File: src/rtl/tdl_pkg.sv
/*
 * Shared constants and types of the tone-dial call logger.
 * Assumes a one-second tick from outside and a power-on reset.
 */
package tdl_pkg;
    // ------------------------------------------------------------
    // Digit store
    // ------------------------------------------------------------
    localparam int DIGIT_W = 4;
    localparam int DIGIT_MAX = 16;
    localparam int ADDR_W = 4;
    localparam int COUNT_W = 5;
    localparam logic [COUNT_W-1:0] COUNT_RST = 5'h00;
    // ------------------------------------------------------------
    // Timing, counted in one-second ticks
    // ------------------------------------------------------------
    localparam int DECODER_TIMEOUT_S = 60;
    localparam int TICK_S = 1;
    localparam logic [6:0] TIMEOUT_TICKS = 7'(DECODER_TIMEOUT_S / TICK_S);
    localparam logic [7:0] BCD_ZERO = 8'h00;
    localparam logic [7:0] BCD_SIXTY_LAST = 8'h59;
    localparam logic [7:0] BCD_HOURS_LAST = 8'h99;
    // ------------------------------------------------------------
    // Operating state
    // ------------------------------------------------------------
    typedef enum logic [1:0] {
        ST_SLEEP,
        ST_LISTEN,
        ST_HOLD
    } tdl_state_t;
endpackage : tdl_pkg

File: src/rtl/tdl_store_if.sv
/*
 * Write and read port bundle between the logger and its digit memory.
 * Assumes both ends share one clock.
 */
`timescale 1ns/1ps
interface tdl_store_if;
    logic wr_en;
    logic [tdl_pkg::ADDR_W-1:0] wr_addr;
    logic [tdl_pkg::DIGIT_W-1:0] wr_data;
    logic [tdl_pkg::ADDR_W-1:0] rd_addr;
    logic [tdl_pkg::DIGIT_W-1:0] rd_data;
    modport ctrl (output wr_en, output wr_addr, output wr_data, output rd_addr, input rd_data);
    modport mem (input wr_en, input wr_addr, input wr_data, input rd_addr, output rd_data);
endinterface : tdl_store_if

File: src/rtl/tdl_call_logger.sv
/*
 * Control logic of the tone-dial call logger: line watch, decoder
 * enable, sixty-second timeout, digit capture and call timer.
 * Assumes a synchronous decoder strobe, a one-cycle second tick and
 * that i_rst is the power-on reset.
 */
`timescale 1ns/1ps
module tdl_call_logger #(
    parameter int DEPTH = tdl_pkg::DIGIT_MAX
) (
    // Clock, reset, enable
    input wire logic i_clk,
    input wire logic i_rst,
    input wire logic i_ce,
    // Mode switches and line
    input wire logic i_mode_select_switch_a,
    input wire logic i_mode_select_switch_b,
    input wire logic i_line_looped,
    input wire logic i_sec_tick,
    // Tone decoder
    input wire logic i_digit_valid,
    input wire logic [tdl_pkg::DIGIT_W-1:0] i_digit_code,
    // Display read port
    input wire logic [tdl_pkg::ADDR_W-1:0] i_disp_rd_addr,
    output logic [tdl_pkg::DIGIT_W-1:0] o_disp_digit,
    // Power control
    output logic o_decoder_en,
    output logic o_mic_en,
    output logic o_display_on,
    output logic o_powered_down,
    // Record
    output logic [tdl_pkg::COUNT_W-1:0] o_digit_count,
    output logic [tdl_pkg::DIGIT_W-1:0] o_last_digit,
    output logic o_new_digit,
    output logic [7:0] o_hours,
    output logic [7:0] o_minutes,
    output logic [7:0] o_seconds
);
    // ------------------------------------------------------------
    // State
    // ------------------------------------------------------------
    tdl_pkg::tdl_state_t state;
    tdl_pkg::tdl_state_t next_state;
    logic acoustic_input_mode;
    logic line_monitor_mode;
    logic [6:0] up_secs;
    logic call_started;
    logic timing;
    logic accept;
    tdl_store_if store ();

    localparam int COUNT_W = tdl_pkg::COUNT_W;

    // Both switches must agree on acoustic input; any split reads as line mode
    assign acoustic_input_mode = i_mode_select_switch_a & i_mode_select_switch_b;
    assign line_monitor_mode = ~acoustic_input_mode;

    always_comb begin
        next_state = state;
        unique case (state)
            tdl_pkg::ST_SLEEP: begin
                if (acoustic_input_mode || i_line_looped) begin
                    next_state = tdl_pkg::ST_LISTEN;
                end
            end
            tdl_pkg::ST_LISTEN: begin
                if (line_monitor_mode && !i_line_looped) begin
                    next_state = tdl_pkg::ST_SLEEP;
                end else if (line_monitor_mode && i_sec_tick && up_secs == tdl_pkg::TIMEOUT_TICKS - 7'h01) begin
                    next_state = tdl_pkg::ST_HOLD;
                end
            end
            tdl_pkg::ST_HOLD: begin
                if (acoustic_input_mode) begin
                    next_state = tdl_pkg::ST_LISTEN;
                end else if (!i_line_looped) begin
                    next_state = tdl_pkg::ST_SLEEP;
                end
            end
        endcase
    end

    always_ff @(posedge i_clk) begin
        if (i_rst) begin
            state <= tdl_pkg::ST_SLEEP;
        end else if (i_ce) begin
            state <= next_state;
        end
    end

    // Seconds since the line looped; restarted on each wake
    always_ff @(posedge i_clk) begin
        if (i_rst) begin
            up_secs <= 7'h00;
        end else if (i_ce) begin
            if (state == tdl_pkg::ST_SLEEP) begin
                up_secs <= 7'h00;
            end else if (state == tdl_pkg::ST_LISTEN && i_sec_tick) begin
                up_secs <= up_secs + 7'h01;
            end
        end
    end

    // ------------------------------------------------------------
    // Power outputs
    // ------------------------------------------------------------
    assign o_decoder_en = (state == tdl_pkg::ST_LISTEN);
    assign o_mic_en = (state == tdl_pkg::ST_LISTEN);
    assign o_display_on = (state != tdl_pkg::ST_SLEEP);
    assign o_powered_down = (state == tdl_pkg::ST_SLEEP);

    // ------------------------------------------------------------
    // Digit capture
    // ------------------------------------------------------------
    // Only the tone decoder strobe is a digit source; loop pulses never reach here
    assign accept = i_ce && i_digit_valid && o_decoder_en;

    assign store.wr_en = accept && (!call_started || o_digit_count < COUNT_W'(DEPTH));
    assign store.wr_addr = call_started ? o_digit_count[tdl_pkg::ADDR_W-1:0] : '0;
    assign store.wr_data = i_digit_code;
    assign store.rd_addr = i_disp_rd_addr;
    assign o_disp_digit = store.rd_data;

    // Call flag drops on hang-up so the next call's first digit restarts everything
    always_ff @(posedge i_clk) begin
        if (i_rst) begin
            call_started <= 1'b0;
        end else if (i_ce) begin
            if (state == tdl_pkg::ST_SLEEP) begin
                call_started <= 1'b0;
            end else if (accept) begin
                call_started <= 1'b1;
            end
        end
    end

    always_ff @(posedge i_clk) begin
        if (i_rst) begin
            o_digit_count <= tdl_pkg::COUNT_RST;
            o_last_digit <= '0;
            o_new_digit <= 1'b0;
        end else if (i_ce) begin
            o_new_digit <= store.wr_en;
            if (store.wr_en) begin
                o_last_digit <= i_digit_code;
                o_digit_count <= call_started ? o_digit_count + 5'h01 : 5'h01;
            end
        end
    end

    tdl_digit_mem #(
        .DEPTH(DEPTH)
    ) u_mem (
        .i_clk(i_clk),
        .i_ce(i_ce),
        .store(store.mem)
    );

    // ------------------------------------------------------------
    // Call timer
    // ------------------------------------------------------------
    // Runs from the first digit until on-hook; no answer signal exists
    assign timing = call_started && state != tdl_pkg::ST_SLEEP;

    function automatic logic [7:0] bcd_inc(input logic [7:0] v, input logic [7:0] last);
        logic [7:0] r;
        r = tdl_pkg::BCD_ZERO;
        if (v != last) begin
            r = (v[3:0] == 4'h9) ? {v[7:4] + 4'h1, 4'h0} : {v[7:4], v[3:0] + 4'h1};
        end
        return r;
    endfunction : bcd_inc

    always_ff @(posedge i_clk) begin
        if (i_rst) begin
            o_hours <= tdl_pkg::BCD_ZERO;
            o_minutes <= tdl_pkg::BCD_ZERO;
            o_seconds <= tdl_pkg::BCD_ZERO;
        end else if (i_ce) begin
            if (accept && !call_started) begin
                o_hours <= tdl_pkg::BCD_ZERO;
                o_minutes <= tdl_pkg::BCD_ZERO;
                o_seconds <= tdl_pkg::BCD_ZERO;
            end else if (timing && i_sec_tick) begin
                o_seconds <= bcd_inc(o_seconds, tdl_pkg::BCD_SIXTY_LAST);
                if (o_seconds == tdl_pkg::BCD_SIXTY_LAST) begin
                    o_minutes <= bcd_inc(o_minutes, tdl_pkg::BCD_SIXTY_LAST);
                    if (o_minutes == tdl_pkg::BCD_SIXTY_LAST) begin
                        o_hours <= bcd_inc(o_hours, tdl_pkg::BCD_HOURS_LAST);
                    end
                end
            end
        end
    end
endmodule : tdl_call_logger

File: src/rtl/tdl_digit_mem.sv
/*
 * Small digit memory with registered read data.
 * Assumes the controller tracks how many entries are valid.
 */
`timescale 1ns/1ps
module tdl_digit_mem #(
    parameter int DEPTH = tdl_pkg::DIGIT_MAX
) (
    // Clock and enable
    input wire logic i_clk,
    input wire logic i_ce,
    // Store port
    tdl_store_if.mem store
);
    logic [tdl_pkg::DIGIT_W-1:0] mem [DEPTH];

    always_ff @(posedge i_clk) begin
        if (i_ce && store.wr_en) begin
            mem[store.wr_addr] <= store.wr_data;
        end
    end

    always_ff @(posedge i_clk) begin
        if (i_ce) begin
            store.rd_data <= mem[store.rd_addr];
        end
    end
endmodule : tdl_digit_mem

File: config.mk
export PLATFORM = sky130hd
export DESIGN_NAME = tdl_call_logger
export DESIGN_NICKNAME = d
export VERILOG_FILES = /design/src/rtl/tdl_pkg.sv /design/src/rtl/tdl_store_if.sv /design/src/rtl/tdl_call_logger.sv /design/src/rtl/tdl_digit_mem.sv
export SDC_FILE = /design/constraint.sdc
export NUM_CORES = 1
export LEC_CHECK = 0
export ABC_AREA = 1
export BUFFER_PORTS_ARGS = -buffer_cell sky130_fd_sc_hd__buf_2
export CAP_MARGIN = 40
export CORE_UTILIZATION = 40
export DETAILED_ROUTE_END_ITERATION = 7
export PLACE_DENSITY_LB_ADDON = 0.15
export SLEW_MARGIN = 10
export SYNTH_ARGS = -nofsm -noshare
export SYNTH_HDL_FRONTEND = slang
export SYNTH_SLANG_ARGS = --single-unit
File: constraint.sdc
create_clock -name i_clk -period 3.37 [get_ports i_clk]
set_input_delay 0 -clock i_clk [delete_from_list [all_inputs] [get_ports i_clk]]
set_output_delay 0 -clock i_clk [all_outputs]
set_load 0.01 [all_outputs]
After elaboration in Yosys (flattened, before gate mapping)

Memory sizes are Yosys's and may differ from the RTL's. A register that Yosys moved wholly into a read port is not among the register bits.
Cells that the tools add are included.

Register bits after elaboration: 44
Bits in writable memories: 64
Input bits: 16
Output and inout port bits: 42
Memories kept: 1

Add/sub/neg operators: 8
Order comparisons: 1
Eq/ne operators: 17
Muxes and demuxes: 29
Bitwise logic cells: 2
Reductions and logical operators: 32

Memory list:

| name      | words | bits a word | rd ports | clocked after Yosys merged registers in | write ports | line                | RTL |
|---|---|---|---|---|---|---|---|
| u_mem.mem | 16    | 4           | 1        | 1                                       | 1           | tdl_digit_mem.sv:15 | `logic [tdl_pkg::DIGIT_W-1:0] mem [DEPTH];` |

Operators with widths:

| cell                | number |
|---|---|
| $mux 8              | 15 |
| $add 4x1->4 const B | 6 |
| $eq 8x7->1 const B  | 2 |
| $ne 8x7->1 const B  | 2 |
| $mux 7              | 2 |
| $eq 4x4->1 const B  | 3 |
| $reduce_and 4->1    | 3 |
| $reduce_bool 2->1   | 6 |
| $logic_and 1x1->1   | 11 |
| $mux 2              | 5 |
| $ne 3x2->1 const B  | 3 |
| $ne 8x8->1 const B  | 1 |
| $reduce_and 2->1    | 4 |
| $add 7x1->7 const B | 1 |
| $eq 7x6->1 const B  | 1 |
| $pmux 2 s3          | 1 |
| $reduce_and 3->1    | 2 |
| $add 5x1->5 const B | 1 |
| $lt 5x5->1 const B  | 1 |
| $mux 5              | 1 |
| $reduce_and 5->1    | 1 |
| $mux 1              | 4 |
| $mux 4              | 1 |
| $ne 3x1->1 const B  | 1 |
| other kinds (9)     | 11 |

Longest topological paths before layout

Word-level depth: 7
Gate-level depth with buffers: 11

Cells and area by module

From an unflattened synthesis, not the netlist that was laid out.

Cells, all modules: 643
Area, all modules: 5439.0 um^2

By module, submodules not included:

| module          | instances | cells an instance | area an instance (um^2) |
|---|---|---|---|
| tdl_digit_mem   | 1         | 293               | 3050.4 |
| tdl_call_logger | 1         | 350               | 2388.5 |

Least setup slack after synthesis

No wires, ideal clock.

Kind: reg-to-reg
Start point: register state[0]
End point: memory u_mem.mem[14][0] in the netlist's numbering, enable pin
Setup time: 0.377 ns
Arrival: 1.442 ns
Data required time: 2.993 ns
Setup slack: 1.551 ns
Cell stages (with the launch flop): 7
Path buffers: 0
Clock period less this slack: 1.819 ns
Cells stage by stage: dfxtp_1 -> nand2_1 -> nor2_1 -> nand2_1 -> inv_2 -> nand3_1 -> nor4_1

Cells in the longest elaborated chain, start to end: 6

Ends and longest elaborated chain:

| what                         | line                   | RTL |
|---|---|---|
| from (decl)                  | tdl_call_logger.sv:42  | `tdl_pkg::tdl_state_t state;` |
| from (signal assigned)       | tdl_call_logger.sv:85  | `state <= tdl_pkg::ST_SLEEP;` |
| from (signal assigned)       | tdl_call_logger.sv:87  | `state <= next_state;` |
| $eq 2x1->1                   | tdl_call_logger.sv:107 | `assign o_decoder_en = (state == tdl_pkg::ST_LISTEN);` |
| $logic_and 1x1->1            | tdl_call_logger.sv:116 | `assign accept = i_ce && i_digit_valid && o_decoder_en;` |
| $logic_and 1x1->1            | tdl_call_logger.sv:118 | `assign store.wr_en = accept && (!call_started \|\| o_digit_count < COUNT_W'(DEPTH));` |
| $logic_and 1x1->1            | tdl_digit_mem.sv:18    | `if (i_ce && store.wr_en) begin` |
| $mux 1                       | tdl_digit_mem.sv:18    |  |
| $mux 1 (not written as such) | tdl_digit_mem.sv:19    | `mem[store.wr_addr] <= store.wr_data;` |
| to (decl)                    | tdl_digit_mem.sv:15    |  |

Every way passes these cells.

Worst setup path in the final report

Start point: register state[0]
End point: memory u_mem.mem[14][3] in the netlist's numbering, enable pin

Same word-level chain as after synthesis.

==> results.toml <==
[power]
power_uw = 2742
power_leakage_uw = 0.002307
ir_worst_vdd_uv = 200.8
p_per_area_nw_per_um2 = 462.6

[routing]
drtIter0Drc = 199
wirelength_um = 11390
vias_per_cell = 5.004
wire_per_inst_um = 14.42
first_pass_iters = 4
ant_nets = 0
vias = 3953
drc = 0

[cells_and_area]
antennaDiodeCount = 0
fillers = 1220
nNetsFinal = 643
area_growth_pct = 14.45
regArea_um2 = 2923
multi_input_area_um2 = 2009
layout-drive-gt1-share_pct = 15.86

[clock_network]
path_clk_slew_ns = 0.08
cts_resized = 0
post_cts.repair.setup_buffers = 0
cts_sinks = 112
clockBufferDepth = 2
cts_hold_buffers = 0
htree_levels = 3
clock_latency_ns = 0.36
cts_tree = "built"
root_buffer = "clkbuf_16"
cts_buffers = 9

[place]
io_buffers = 57
gp_congestion = 0.8201
dp_hpwl_um = 7992

[worst_hold_path]
min_path_cells = 3
hp-class = "in -> reg"

[logic_synthesis]
synthesis.nets = 591
synth_top_area_cell = "edfxtp_1"
synthXorXnorAreaFrac_pct = 1.691
synth_top_family_by_area = "simple AND/OR/NAND/NOR gates"
synth_seq_cells = 112
synthAdderAreaFrac_pct = 3.382
ys.flop_type = "edfxtp_1"
synth_cells = 561
synth-compound-area-share_pct = 10.27
syn_area_um2 = 5179
synthTopCellsByCount = "nor2_1 (113), nand2_1 (77), edfxtp_1 (68), o21ai_0 (53), dfxtp_1 (44)"
synth-warning-count = 0
synth.top_cell.area_share_pct = 39.43
yosys.area_share.simple_pct = 23.46
synth_mux_area_share_pct = 0
ys_top_cells_by_area = "edfxtp_1 (39%), dfxtp_1 (17%), nor2_1 (8.2%), nand2_1 (5.6%), o21ai_0 (5.1%)"
synth_edf_count = 68
yosysMostFrequentCell = "nor2_1"
async_flop_share_pct = 0
synth_cell_type_count = 38
syn-mean-instance-area_um2 = 9.231
synth_seq_area_share_pct = 56.44

[timing]
finClkSkew_ns = 0.009059
timing.final.crit_share_pct = 71.74
max_slew.worst_pin.slew_ns = 0.8677
rsz0062_at_grt = "false"
finalHoldViolations = 0
fin_setup_tns_ns = 0
setup_viol_count_final = 0
fmax_mhz = 413.6
maxSlewHeadroom_pct = 41.62
drv_slew = 0
fin_crit_ns = 2.418
whs_ns = 0.06540

[floorplan]
rows = 41
initial_core_util_pct = 41.04
ios = 58
die_h_um = 115.8
die_x_um = 115.8
core_um2 = 12620
die_area_um2 = 13410

[global_route]
grt_usage_pct = 18.29
grt_pass1_wl_um = 18330
grt_pass1_vias = 3754
grt_max_degree = 34
gr-total-overflow = 0
grt_antenna_before_repair = 0

[setup_path]
cp-end-kind = "register"
path_max_fanout = 12
critical_path_class = "reg -> reg"
worstPathRequired_ns = 3.36
worstSetupStartpointType = "register"
critical_path_arrival_ns = 2.41
reg2reg_depth = 6

[flow_run]
cap_violations = 0

[run_status]
status = "finished clean"
==> power by group <==
group	switching, µW	internal, µW	leakage, µW
registers	8.34	1460	0.000970
logic	117	48.0	0.00118
clock network	513	594	0.000153
total	639	2100	0.00231
==> worst paths after layout <==
kind,slack (ns),start,end
setup reg to reg,0.95,state[0],u_mem.mem[14][3]
setup / recovery,0.95,state[0],u_mem.mem[14][3]
hold reg to reg,0.45,up_secs[5],up_secs[5]
hold / removal,0.07,i_disp_rd_addr[3],u_mem.store.rd_data[0]
==> cells by family after synthesis <==
| family | Yosys count |
|---|---|
| adders and majority gates | 14 |
| buffers and inverters | 62 |
| AOI/OAI and AO/OA | 95 |
| and+or+nand+nor | 268 |
| DFF | 112 |
| xor gates and xnor gates | 10 |
==> layer usage <==
layer  up-vias  routed length, µm  global-route usage, %
li1       2009                  -                      -
met1      1823               5096                  22.80
met2       108               5499                  30.60
met3        13                546                  3.556
met4         0                248                  8.632
met5         -                  0                      0
==> critical path: stages, from the launching register on <==
cell	delay, ns
dfxtp_1	0.43
nand2_1	0.15
nor2_1	0.19
nand2_1	0.28
inv_2	0.25
nand3_1	0.14
nor4_1	0.61
==> placed cells by master, fill, tap and decap left out, types with 4 or more instances in the layout <==
| cell | n |
|---|---|
| nor2_1 | 113 |
| inv_1 | 41 |
| nand2_2 | 6 |
| a21oi_1 | 22 |
| nand2_1 | 77 |
| edfxtp_1 | 68 |
| nand3b_1 | 4 |
| buf_2 | 57 |
| xor2_1 | 9 |
| ha_1 | 14 |
| nand4_1 | 5 |
| dfxtp_1 | 44 |
| o211ai_1 | 16 |
| clkbuf_16 | 9 |
| nand3_1 | 39 |
| o21ai_0 | 53 |
| nor3_1 | 4 |
==> area by class of cell <==
class / count / area share, %
clock buffers: 9 / 3.800
clock inverters: 7 / 1.436
well taps: 172 / 3.631
flip-flops and latches: 112 / 49.31
inverters: 45 / 2.850
repair buffers: 58 / 5.067
multi-input cells: 387 / 33.90
==> flip-flops by register name, summed over array words and instances, names as in the netlist, 4 cells and up <==
signal and flops:
o_digit_count 5, o_hours 8, o_last_digit 4, o_minutes 8, o_seconds 8, u_mem.mem 64, u_mem.store.rd_data 4, up_secs 7
==> stage by stage <==
step                setup slack (ns)  std cells  utilization, %  area, µm²
floorplan                      1.551        561               -       5179
global placement               1.142        773           44.39       5602
detailed placement             1.002        774           44.51       5617
CTS                           0.9691        790           46.97       5927
global route                  0.7049        790           46.97       5927
finish                        0.9523        790           46.97       5927
(Power assumes the default switching activity.)
